[src/shared/phy_mgmt_pkg.sv]
`default_nettype none
package phy_mgmt_pkg;
  // Register indexes
  localparam logic [4:0] IDX_LINK_CONTROL       = 5'h00;
  localparam logic [4:0] IDX_LINK_STATUS        = 5'h01;
  localparam logic [4:0] IDX_OUI_IDENTIFIER_HIGH = 5'h02;
  localparam logic [4:0] IDX_OUI_MODEL_REVISION = 5'h03;
  localparam logic [4:0] IDX_AN_ADVERTISE       = 5'h04;
  localparam logic [4:0] IDX_AN_PARTNER         = 5'h05;
  localparam logic [4:0] IDX_AN_EXPANSION       = 5'h06;
  localparam logic [4:0] IDX_MODE_CONTROL       = 5'h11;
  localparam logic [4:0] IDX_SPECIAL_MODES      = 5'h12;
  localparam logic [4:0] IDX_CTRL_STATUS_IND    = 5'h1b;
  localparam logic [4:0] IDX_INT_SOURCE         = 5'h1d;
  localparam logic [4:0] IDX_INT_MASK           = 5'h1e;
  localparam logic [4:0] IDX_SPECIAL_CTRL       = 5'h1f;
  // Control field positions
  localparam int CTL_SOFT_RESET  = 15;
  localparam int CTL_LOOPBACK    = 14;
  localparam int CTL_SPEED_100   = 13;
  localparam int CTL_AN_ENABLE   = 12;
  localparam int CTL_POWER_DOWN  = 11;
  localparam int CTL_AN_RESTART  = 9;
  localparam int CTL_FULL_DUPLEX = 8;
  localparam int CTL_COL_TEST    = 7;
  // Status field positions
  localparam int STS_AN_COMPLETE = 5;
  localparam int STS_REMOTE_FAULT = 4;
  localparam int STS_AN_ABILITY  = 3;
  localparam int STS_LINK_UP     = 2;
  localparam int STS_JABBER      = 1;
  localparam int STS_EXT_CAP     = 0;
  // Reset values
  localparam logic [15:0] CONTROL_RESET   = 16'h3000;
  localparam logic [4:0]  ABILITY_BITS    = 5'h0f;
  // Identifier defaults; values are arbitrary
  localparam logic [15:0] OUI_HIGH_RESET  = 16'h1234;
  localparam logic [15:0] OUI_MODEL_RESET = 16'h5678;
  // Soft reset duration
  localparam int SOFT_RESET_NS     = 1000;
  localparam int CLK_PERIOD_NS     = 100;
  localparam logic [3:0] SOFT_RESET_CYCLES = 4'(SOFT_RESET_NS / CLK_PERIOD_NS);
endpackage
`default_nettype wire

[src/shared/mgmt_if.sv]
`timescale 1ns/1ns
`default_nettype none
interface mgmt_if;
  logic        wr_en;
  logic        rd_en;
  logic [4:0]  index;
  logic [15:0] wdata;
  logic [15:0] rdata;
  logic        hit;
  modport master (output wr_en, output rd_en, output index, output wdata,
                  input rdata, input hit);
  modport decoder (input wr_en, input rd_en, input index, input wdata,
                   output rdata, output hit);
endinterface
`default_nettype wire

[src/verilog/phy_index_decode.sv]
`timescale 1ns/1ns
`default_nettype none
module phy_index_decode (
  mgmt_if.decoder bus,
  // Register words
  input  wire logic [15:0] control_i,
  input  wire logic [15:0] status_i,
  input  wire logic [15:0] oui_high_i,
  input  wire logic [15:0] oui_model_i,
  // Decoded strobes
  output logic             sel_control_o,
  output logic             sel_status_o,
  output logic             sel_oui_high_o,
  output logic             sel_oui_model_o
);
  always_comb begin
    sel_control_o   = bus.index == phy_mgmt_pkg::IDX_LINK_CONTROL;
    sel_status_o    = bus.index == phy_mgmt_pkg::IDX_LINK_STATUS;
    sel_oui_high_o  = bus.index == phy_mgmt_pkg::IDX_OUI_IDENTIFIER_HIGH;
    sel_oui_model_o = bus.index == phy_mgmt_pkg::IDX_OUI_MODEL_REVISION;
    bus.hit = (bus.index <= phy_mgmt_pkg::IDX_AN_EXPANSION)
           || (bus.index == phy_mgmt_pkg::IDX_MODE_CONTROL)
           || (bus.index == phy_mgmt_pkg::IDX_SPECIAL_MODES)
           || (bus.index == phy_mgmt_pkg::IDX_CTRL_STATUS_IND)
           || (bus.index >= phy_mgmt_pkg::IDX_INT_SOURCE);
    bus.rdata = 16'h0000;
    unique case (1'b1)
      sel_control_o:   bus.rdata = control_i;
      sel_status_o:    bus.rdata = status_i;
      sel_oui_high_o:  bus.rdata = oui_high_i;
      sel_oui_model_o: bus.rdata = oui_model_i;
      default:         bus.rdata = 16'h0000;
    endcase
  end
endmodule
`default_nettype wire

[src/verilog/phy_mgmt_register_set.sv]
// Operation
// - Registers reached only by index through the MAC management access/data path.
// - Decode indexes 0-6, 17, 18, 27, 29-31; 0-3 implemented here.
// - Control bit 15 starts soft reset and clears itself when done.
// - Kept-over-soft-reset fields survive only a bit-15 reset.
// - Control bit 14 selects loopback, resets to 0.
// - Control bit 13 forces 100 Mb/s, resets 1, ignored under auto-negotiation.
// - Control bit 12 enables auto-negotiation, resets 1, overrides speed and duplex.
// - Control bit 11 selects general power-down, resets 0.
// - Control bit 9 restarts auto-negotiation and clears itself.
// - Control bit 8 forces full duplex, resets 0, ignored under auto-negotiation.
// - Status bits 15-11 report fixed abilities: T4 absent, others present.
// - Status bit 5 shows auto-negotiation complete.
// - Status bit 4 latches high on remote fault, resets 0.
// - Status bits 3 and 0 read constant 1.
// - Status bit 2 shows link, latches low, resets 0.
// - Status bit 1 latches high on jabber, resets 0.
// - Identifier index 2 holds OUI bits 3 to 18.
// - Identifier index 3 bits 15-10 hold OUI bits 19 to 24.
// - Index 3 bits 9-4 model number, bits 3-0 revision.
`timescale 1ns/1ns
`default_nettype none
module phy_mgmt_register_set (
  // Clock and reset
  input  wire logic        core_clk_i,
  input  wire logic        rst_b_i,
  // Management access from the MAC indirect registers
  input  wire logic        mgmt_wr_i,
  input  wire logic        mgmt_rd_i,
  input  wire logic [4:0]  mgmt_index_i,
  input  wire logic [15:0] mgmt_wdata_i,
  output logic [15:0]      mgmt_rdata_o,
  output logic             mgmt_hit_o,
  // Live PHY conditions
  input  wire logic        link_up_i,
  input  wire logic        remote_fault_i,
  input  wire logic        jabber_i,
  input  wire logic        an_complete_i,
  // Controls to PHY logic
  output logic             soft_reset_o,
  output logic             loopback_o,
  output logic             speed_100_o,
  output logic             full_duplex_o,
  output logic             an_enable_o,
  output logic             an_restart_o,
  output logic             power_down_o,
  output logic             col_test_o
);
  mgmt_if bus ();

  logic        sel_control;
  logic        sel_status;
  logic        sel_oui_high;
  logic        sel_oui_model;
  logic [15:0] control_word;
  logic [15:0] status_word;
  logic        wr_control;
  logic        rd_status;

  // Soft reset sequencing
  logic        soft_rst_q;
  logic [3:0]  soft_cnt_q;
  logic        soft_done;

  // Control fields
  logic        loopback_q;
  logic        speed_q;
  logic        an_en_q;
  logic        pdown_q;
  logic        restart_q;
  logic        duplex_q;
  logic        col_q;

  // Latched status
  logic        rfault_q;
  logic        jabber_q;
  logic        link_q;

  // Identifiers, software writable
  logic [15:0] oui_high_q;
  logic [15:0] oui_model_q;

  assign bus.wr_en = mgmt_wr_i;
  assign bus.rd_en = mgmt_rd_i;
  assign bus.index = mgmt_index_i;
  assign bus.wdata = mgmt_wdata_i;

  phy_index_decode u_decode (
    .bus             (bus.decoder),
    .control_i       (control_word),
    .status_i        (status_word),
    .oui_high_i      (oui_high_q),
    .oui_model_i     (oui_model_q),
    .sel_control_o   (sel_control),
    .sel_status_o    (sel_status),
    .sel_oui_high_o  (sel_oui_high),
    .sel_oui_model_o (sel_oui_model)
  );

  assign wr_control = mgmt_wr_i && sel_control;
  assign rd_status  = mgmt_rd_i && sel_status;
  assign soft_done  = soft_rst_q && (soft_cnt_q == 4'h1);

  always_comb begin
    control_word = 16'h0000;
    control_word[phy_mgmt_pkg::CTL_SOFT_RESET]  = soft_rst_q;
    control_word[phy_mgmt_pkg::CTL_LOOPBACK]    = loopback_q;
    control_word[phy_mgmt_pkg::CTL_SPEED_100]   = speed_q;
    control_word[phy_mgmt_pkg::CTL_AN_ENABLE]   = an_en_q;
    control_word[phy_mgmt_pkg::CTL_POWER_DOWN]  = pdown_q;
    control_word[phy_mgmt_pkg::CTL_AN_RESTART]  = restart_q;
    control_word[phy_mgmt_pkg::CTL_FULL_DUPLEX] = duplex_q;
    control_word[phy_mgmt_pkg::CTL_COL_TEST]    = col_q;
  end

  always_comb begin
    status_word = 16'h0000;
    status_word[15:11] = phy_mgmt_pkg::ABILITY_BITS;
    status_word[phy_mgmt_pkg::STS_AN_COMPLETE]  = an_complete_i;
    status_word[phy_mgmt_pkg::STS_REMOTE_FAULT] = rfault_q;
    status_word[phy_mgmt_pkg::STS_AN_ABILITY]   = 1'b1;
    status_word[phy_mgmt_pkg::STS_LINK_UP]      = link_q;
    status_word[phy_mgmt_pkg::STS_JABBER]       = jabber_q;
    status_word[phy_mgmt_pkg::STS_EXT_CAP]      = 1'b1;
  end

  // Soft reset runs a fixed count then clears itself
  always_ff @(posedge core_clk_i or negedge rst_b_i) begin
    if (!rst_b_i) begin
      soft_rst_q <= 1'b0;
      soft_cnt_q <= 4'h0;
    end else if (soft_done) begin
      soft_rst_q <= 1'b0;
      soft_cnt_q <= 4'h0;
    end else if (soft_rst_q) begin
      soft_cnt_q <= soft_cnt_q - 4'h1;
    end else if (wr_control && mgmt_wdata_i[phy_mgmt_pkg::CTL_SOFT_RESET]) begin
      soft_rst_q <= 1'b1;
      soft_cnt_q <= phy_mgmt_pkg::SOFT_RESET_CYCLES;
    end
  end

  // Control fields return to defaults while soft reset runs
  always_ff @(posedge core_clk_i or negedge rst_b_i) begin
    if (!rst_b_i) begin
      loopback_q <= phy_mgmt_pkg::CONTROL_RESET[phy_mgmt_pkg::CTL_LOOPBACK];
      speed_q    <= phy_mgmt_pkg::CONTROL_RESET[phy_mgmt_pkg::CTL_SPEED_100];
      an_en_q    <= phy_mgmt_pkg::CONTROL_RESET[phy_mgmt_pkg::CTL_AN_ENABLE];
      pdown_q    <= phy_mgmt_pkg::CONTROL_RESET[phy_mgmt_pkg::CTL_POWER_DOWN];
      duplex_q   <= phy_mgmt_pkg::CONTROL_RESET[phy_mgmt_pkg::CTL_FULL_DUPLEX];
      col_q      <= phy_mgmt_pkg::CONTROL_RESET[phy_mgmt_pkg::CTL_COL_TEST];
    end else if (soft_rst_q) begin
      loopback_q <= phy_mgmt_pkg::CONTROL_RESET[phy_mgmt_pkg::CTL_LOOPBACK];
      speed_q    <= phy_mgmt_pkg::CONTROL_RESET[phy_mgmt_pkg::CTL_SPEED_100];
      an_en_q    <= phy_mgmt_pkg::CONTROL_RESET[phy_mgmt_pkg::CTL_AN_ENABLE];
      pdown_q    <= phy_mgmt_pkg::CONTROL_RESET[phy_mgmt_pkg::CTL_POWER_DOWN];
      duplex_q   <= phy_mgmt_pkg::CONTROL_RESET[phy_mgmt_pkg::CTL_FULL_DUPLEX];
      col_q      <= phy_mgmt_pkg::CONTROL_RESET[phy_mgmt_pkg::CTL_COL_TEST];
    end else if (wr_control && !mgmt_wdata_i[phy_mgmt_pkg::CTL_SOFT_RESET]) begin
      // A reset write carries zeros elsewhere; they are not taken
      loopback_q <= mgmt_wdata_i[phy_mgmt_pkg::CTL_LOOPBACK];
      speed_q    <= mgmt_wdata_i[phy_mgmt_pkg::CTL_SPEED_100];
      an_en_q    <= mgmt_wdata_i[phy_mgmt_pkg::CTL_AN_ENABLE];
      pdown_q    <= mgmt_wdata_i[phy_mgmt_pkg::CTL_POWER_DOWN];
      duplex_q   <= mgmt_wdata_i[phy_mgmt_pkg::CTL_FULL_DUPLEX];
      col_q      <= mgmt_wdata_i[phy_mgmt_pkg::CTL_COL_TEST];
    end
  end

  // Restart reads back 1 for a single cycle, as a pulse into the negotiator
  always_ff @(posedge core_clk_i or negedge rst_b_i) begin
    if (!rst_b_i) begin
      restart_q <= 1'b0;
    end else if (restart_q || soft_rst_q) begin
      restart_q <= 1'b0;
    end else if (wr_control && !mgmt_wdata_i[phy_mgmt_pkg::CTL_SOFT_RESET]) begin
      restart_q <= mgmt_wdata_i[phy_mgmt_pkg::CTL_AN_RESTART];
    end
  end

  // Latched status; a new event in the read cycle wins over the clear
  always_ff @(posedge core_clk_i or negedge rst_b_i) begin
    if (!rst_b_i) begin
      rfault_q <= 1'b0;
      jabber_q <= 1'b0;
      link_q   <= 1'b0;
    end else if (soft_rst_q) begin
      rfault_q <= 1'b0;
      jabber_q <= 1'b0;
      link_q   <= 1'b0;
    end else begin
      rfault_q <= remote_fault_i || (rfault_q && !rd_status);
      jabber_q <= jabber_i || (jabber_q && !rd_status);
      link_q   <= link_up_i && (link_q || rd_status);
    end
  end

  // Identifiers are kept over soft reset; only the pin reset restores them
  always_ff @(posedge core_clk_i or negedge rst_b_i) begin
    if (!rst_b_i) begin
      oui_high_q  <= phy_mgmt_pkg::OUI_HIGH_RESET;
      oui_model_q <= phy_mgmt_pkg::OUI_MODEL_RESET;
    end else if (mgmt_wr_i && sel_oui_high) begin
      oui_high_q  <= mgmt_wdata_i;
    end else if (mgmt_wr_i && sel_oui_model) begin
      oui_model_q <= mgmt_wdata_i;
    end
  end

  // Read data registered; forced speed and duplex yield to negotiation
  always_ff @(posedge core_clk_i or negedge rst_b_i) begin
    if (!rst_b_i) begin
      mgmt_rdata_o  <= 16'h0000;
      mgmt_hit_o    <= 1'b0;
      soft_reset_o  <= 1'b0;
      loopback_o    <= 1'b0;
      speed_100_o   <= phy_mgmt_pkg::CONTROL_RESET[phy_mgmt_pkg::CTL_SPEED_100];
      full_duplex_o <= 1'b0;
      an_enable_o   <= phy_mgmt_pkg::CONTROL_RESET[phy_mgmt_pkg::CTL_AN_ENABLE];
      an_restart_o  <= 1'b0;
      power_down_o  <= 1'b0;
      col_test_o    <= 1'b0;
    end else begin
      mgmt_rdata_o  <= mgmt_rd_i ? bus.rdata : mgmt_rdata_o;
      mgmt_hit_o    <= bus.hit;
      soft_reset_o  <= soft_rst_q;
      loopback_o    <= loopback_q;
      speed_100_o   <= an_en_q ? 1'b1 : speed_q;
      full_duplex_o <= an_en_q ? 1'b0 : duplex_q;
      an_enable_o   <= an_en_q;
      an_restart_o  <= restart_q;
      power_down_o  <= pdown_q;
      col_test_o    <= col_q;
    end
  end
endmodule
`default_nettype wire

[config.mk]
export PLATFORM = sky130hd
export DESIGN_NAME = phy_mgmt_register_set
export DESIGN_NICKNAME = d
export VERILOG_FILES = /design/src/shared/phy_mgmt_pkg.sv /design/src/shared/mgmt_if.sv /design/src/verilog/phy_index_decode.sv /design/src/verilog/phy_mgmt_register_set.sv
export SDC_FILE = /design/constraint.sdc
export NUM_CORES = 1
export LEC_CHECK = 0
export BUFFER_PORTS_ARGS = -buffer_cell sky130_fd_sc_hd__buf_2
export CAP_MARGIN = 5
export CORE_MARGIN = 10
export CORE_UTILIZATION = 50
export CTS_CLUSTER_SIZE = 10
export DETAILED_ROUTE_END_ITERATION = 8
export PLACE_DENSITY = 0.78
export SYNTH_ARGS = -nofsm -noshare
export SYNTH_HDL_FRONTEND = slang
export SYNTH_SLANG_ARGS = --single-unit
[constraint.sdc]
create_clock -name core_clk_i -period 1.4 [get_ports core_clk_i]
set_input_delay 0.07 -clock core_clk_i [delete_from_list [all_inputs] [get_ports core_clk_i]]
set_output_delay 0.07 -clock core_clk_i [all_outputs]
set_load 0.1 [all_outputs]
======== Yosys cells after proc, flatten, opt, wreduce, memory -nomap -nowiden ========
Index checks and enable logic that the tools add are counted.
cells by class
  bitwise operators ....................... 1
  multipliers ............................. 0
  reductions and logical operators ........ 25
  equal/unequal tests ..................... 7
  shift operators ......................... 0
  order comparisons ....................... 2
  muxes and demuxes ....................... 26
  add/sub/neg operators ................... 1
  divide/modulo/power cells ............... 0
operators with widths
  operator             count
  $pmux 16 s4          1
  $mux 1               22
  $eq 5x5->1 const B   3
  $mux 4               3
  $eq 5x2->1 const B   2
  $logic_and 1x1->1    10
  $logic_or 1x1->1     8
  $eq 5x1->1 const B   1
  $ge 5x5->1 const B   1
  $le 5x3->1 const B   1
  $logic_not 5->1      1
  $eq 4x1->1 const B   1
  $reduce_bool 2->1    2
  $sub 4x1->4 const B  1
  $reduce_bool 3->1    1
  $logic_not 1->1      2
  $reduce_and 2->1     1
  $not 1->1            1
storage, ports and cells
  register bits after elaboration ......... 72
  logic and storage cells ................. 86
  latch bits .............................. 0
  memories ................................ 0
  RAM bits ................................ 0
  output and inout bits ................... 25
  ROM bits ................................ 0

======== Depth between registers and ports, before layout ========
  word-level depth ........................ 6
  mapped depth ............................ 5
  gate-level depth less buffers ........... 5

======== By module ========
From an unflattened synthesis, not the netlist that was laid out.
unflattened totals
  cells, all modules ...................... 231
  area, all modules ....................... 3,384.5 um^2
modules (own cells, without submodules)
  module                 times used  area an instance (um^2)  seq. area each (um^2)  cells each
  phy_mgmt_register_set  1           2,768.9                  1,823.0                177
  phy_index_decode       1           615.6                    0.0                    54

======== Least setup slack after synthesis ========
Ideal clock, no wire load.
  path type ............................... flip-flop to flip-flop
  start ................................... register soft_cnt_q[1]
  end ..................................... register soft_cnt_q[3]
  clock period less this slack ............ 1.515 ns
  data required time ...................... 1.258 ns
  slack ................................... -0.115 ns
  stages on the path, launching flop included .. 6
  data arrival time ....................... 1.374 ns
  cells stage by stage .................... dfrtp_1 inv_1 ha_1 or3b_2 a221oi_1 a211oi_1
on the way
  longest elaborated chain between the ends .. 3
ends and longest elaborated chain
  element                                             line                                                        text
  from (decl)                                         phy_mgmt_register_set.sv:62                                 logic [3:0] soft_cnt_q;
  from (signal assigned)                              phy_mgmt_register_set.sv:136                                soft_cnt_q <= soft_cnt_q - 4'h1;
  from (signal assigned)                              phy_mgmt_register_set.sv:139                                soft_cnt_q <= phy_mgmt_pkg::SOFT_RESET_CYCLES;
  $sub 4x1->4 / $eq 4x1->1 (equally long branches)    phy_mgmt_register_set.sv:136, phy_mgmt_register_set.sv:102
  $mux 4 / $logic_and 1x1->1 (equally long branches)  phy_mgmt_register_set.sv:135, phy_mgmt_register_set.sv:102
  $mux 4 / $reduce_bool 3->1 (equally long branches)  n/a
Several ways; a longest one is shown, not always the timed one.
A chain may end at the register's enable or synchronous reset.

======== Worst setup path after layout ========
Ends and elaborated chain as after synthesis.

==> impl_metrics.py <==
metrics = {
    "synth": {
        "ys_top_cells_by_count": "55 x dfrtp_1, 26 x mux2_2, 21 x inv_1, 20 x mux2_4, 17 x dfstp_2",
        "synth-edff-count": 0,
        "syn_inst": 267,
        "synth_top_area_cell": "dfrtp_1",
        "synth_area_leaders": "dfrtp_1 41%, dfstp_2 13%, mux2_4 8.9%",
        "synthDistinctLibCells": 40,
        "yosys.area.top_type_share_pct": 40.9,
        "yosysWarningCount": 0,
        "synth.most_common_cell": "dfrtp_1",
        "yosys_register_bits": 72,
        "synth_nets": 298,
        "syn_avg_cell_area_sq_um": 12.6,
        "ys_seq_area_share_pct": 54.1,
        "netlist_area_sq_um": 3370,
        "synth-main-ff-cell": "dfrtp_1",
        "ys_async_sr_fraction_pct": 100,
    },
    "die": {
        "core_sq_um": 6460,
        "io_pins": 54,
        "initial_core_util_pct": 52.1,
        "die_y_um": 102,
        "dieWidth_um": 102,
        "rows": 29,
        "dieArea_sq_um": 10400,
    },
    "timing": {
        "tns_ns": -0.0325,
        "max_freq_mhz": 698,
        "setup_slack_ns": -0.0325,
        "worst_pin_slew_ns": 0.500,
        "slew_headroom_pct": 66.9,
        "fin_crit_sh_pct": 102,
        "hold-worst-slack_ns": 0.0419,
        "rsz0062_at_grt": "true",
        "skew_ns": 0.0140,
        "setup_viol": 1,
        "period_needed_ns": 1.43,
        "hold_violations": 0,
        "slew_violations": 0,
    },
    "detailed_routing": {
        "wl_met2_um": 3970,
        "route.detailed.drc": 0,
        "drt_first_pass_iters": 5,
        "via_count": 2436,
        "met1_length_um": 3560,
        "via_per_inst": 5.49,
        "ant_nets": 0,
        "wl_per_cell_um": 18.2,
        "dr.max_layer_used": "met4",
        "wl_met3_um": 465,
        "drt_iter0_drc": 171,
        "finalWirelength_um": 8080,
    },
    "min_path": {
        "hold_path_class": "in2reg",
        "worstHoldStart": "an_complete_i",
    },
    "clock_network": {
        "htreeDepth": 3,
        "numCtsBuffers": 9,
        "cts_tree": "built",
        "cts.clk_slew.worst_paths_ns": 0.08,
        "clk_latency_ns": 0.35,
        "cts_sinks": 72,
        "cts_buffer_depth": 2,
        "cts_root_buffer": "clkbuf_8",
    },
    "global_routing": {
        "grt_overflow": 0,
        "grt_pass1_wl_um": 13400,
        "grt_pass1_vias": 2557,
        "grt_max_degree": 28,
        "grtUsageTotal_pct": 16.5,
        "antenna_found_initial": 0,
    },
    "place": {
        "dpl.cell_count": 406,
        "dpl_worst_slack_ns": -0.0614,
        "hpwl_um": 5770,
        "routabilityCongestion": 0.869,
        "io_buffers": 53,
    },
    "worst_setup_path": {
        "required_ns": 1.64,
        "worstPathMaxFanout": 4,
        "arrival_ns": 1.67,
        "cp-startpoint": "soft_cnt_q[1]",
        "start_kind": "flip-flop",
        "r2r_start": "soft_cnt_q[1]",
        "crit_type": "reg2reg",
        "worst_setup_path_end_kind": "flip-flop",
    },
    "flow_run": {
        "drv_cap": 0,
    },
    "run_status": {
        "violations": "negative setup slack",
        "outcome": "complete, but fails checks",
    },
    "pwr": {
        "power-per-cell-area_nw_per_um2": 1390,
        "power_mw": 6.03,
        "vdd_drop_max_uv": 742,
        "p_leak_nw": 2.03,
    },
    "layout": {
        "area_growth_pct": 28.7,
        "final_cells": 444,
        "fillers": 460,
        "nets": 393,
        "drive_gt1_share_pct": 46.9,
        "diodes": 0,
    },
}
[metal layers]
metal / track usage (%) / vias to the layer above
li1: - / 1151
met1: 21.1 / 1191
met2: 26.4 / 86
met3: 4.66 / 8
met4: 5.31 / 0
met5: 0 / -
[stage by stage]
stage               utilization, %  area, sq um
floorplan                        -         3390
finish                        67.1         4330
CTS                           67.1         4330
global placement              60.1         3880
global route                  67.1         4330
detailed placement            60.1         3880
[kinds of logic (layout without fill, tap and decap cells)]
logic type               Yosys count  count (layout)  synth area share, %
flip-flops                        72              72                 54.1
AND/OR/NAND/NOR                   57              57                 11.6
multiplexers                      53              53                 19.7
AO/OA/AOI/OAI                     46              46                 9.10
buffers and inverters             37             137                 4.76
adder cells (fa/ha/maj)            2               2                0.743
[final timing paths]
kind / endpoint / slack [ns] / cells past startpoint
worst max-delay path: soft_cnt_q[3] / -0.03 / 5
max in group asynchronous: oui_high_q[9] / 0.68 / 3
min in group asynchronous: soft_rst_q / 0.15 / 2
worst min register to register: power_down_o / 0.41 / 0
worst max register to register: soft_cnt_q[3] / -0.03 / 5
worst min-delay path: mgmt_rdata_o[5] / 0.04 / 3
[timing repair]
item                                   in CTS  in global routing
buffers inserted                            2                  0
resized for setup                           3                  0
hold buffers                               20                  0
endpoints found under the hold margin      95                  0
pin swaps                                   2                  0
setup endpoints to repair                   1                  2
[layout make-up]
| class | count | area (sq um) | share of cell area [%] |
|---|---|---|---|
| Inverter | 21 | 78.8 | 1.82 |
| Multi-Input combinational cell | 158 | 1410 | 32.4 |
| Tap cell | 77 | 96.3 | 2.22 |
| Sequential cell | 72 | 1820 | 42.1 |
| Clock buffer | 9 | 124 | 2.86 |
| Timing Repair Buffer | 100 | 706 | 16.3 |
| Clock inverter | 7 | 101 | 2.34 |
[placed cells by master (no fill, tap or decap), types with 9 or more instances in the layout]
cell type	instances
buf_2	53
buf_4	24
clkbuf_8	9
dfrtp_1	55
dfstp_2	17
dlygate4sd3_1	20
inv_1	20
mux2_2	26
mux2_4	20
nand2b_1	15
nor2_1	10
o22ai_1	13
[registers in the layout, summed over array words and instances (netlist names), 4 cells and up]
signal        flops
mgmt_rdata_o     16
oui_high_q       16
oui_model_q      16
soft_cnt_q        4
[critical path, cell delays in order, from the launching register on]
cell and delay, ns:
dfrtp_1 0.39, inv_2 0.08, ha_4 0.12, or3b_4 0.40
a221oi_2 0.25, a211oi_1 0.07
[power by group]
part           switching [mW]  internal, mW  leakage, nW
clock network           0.841          1.02        0.107
logic                   0.782         0.676         1.02
registers               0.230          2.48        0.902
Note: power is estimated with default switching activity, not from simulation.
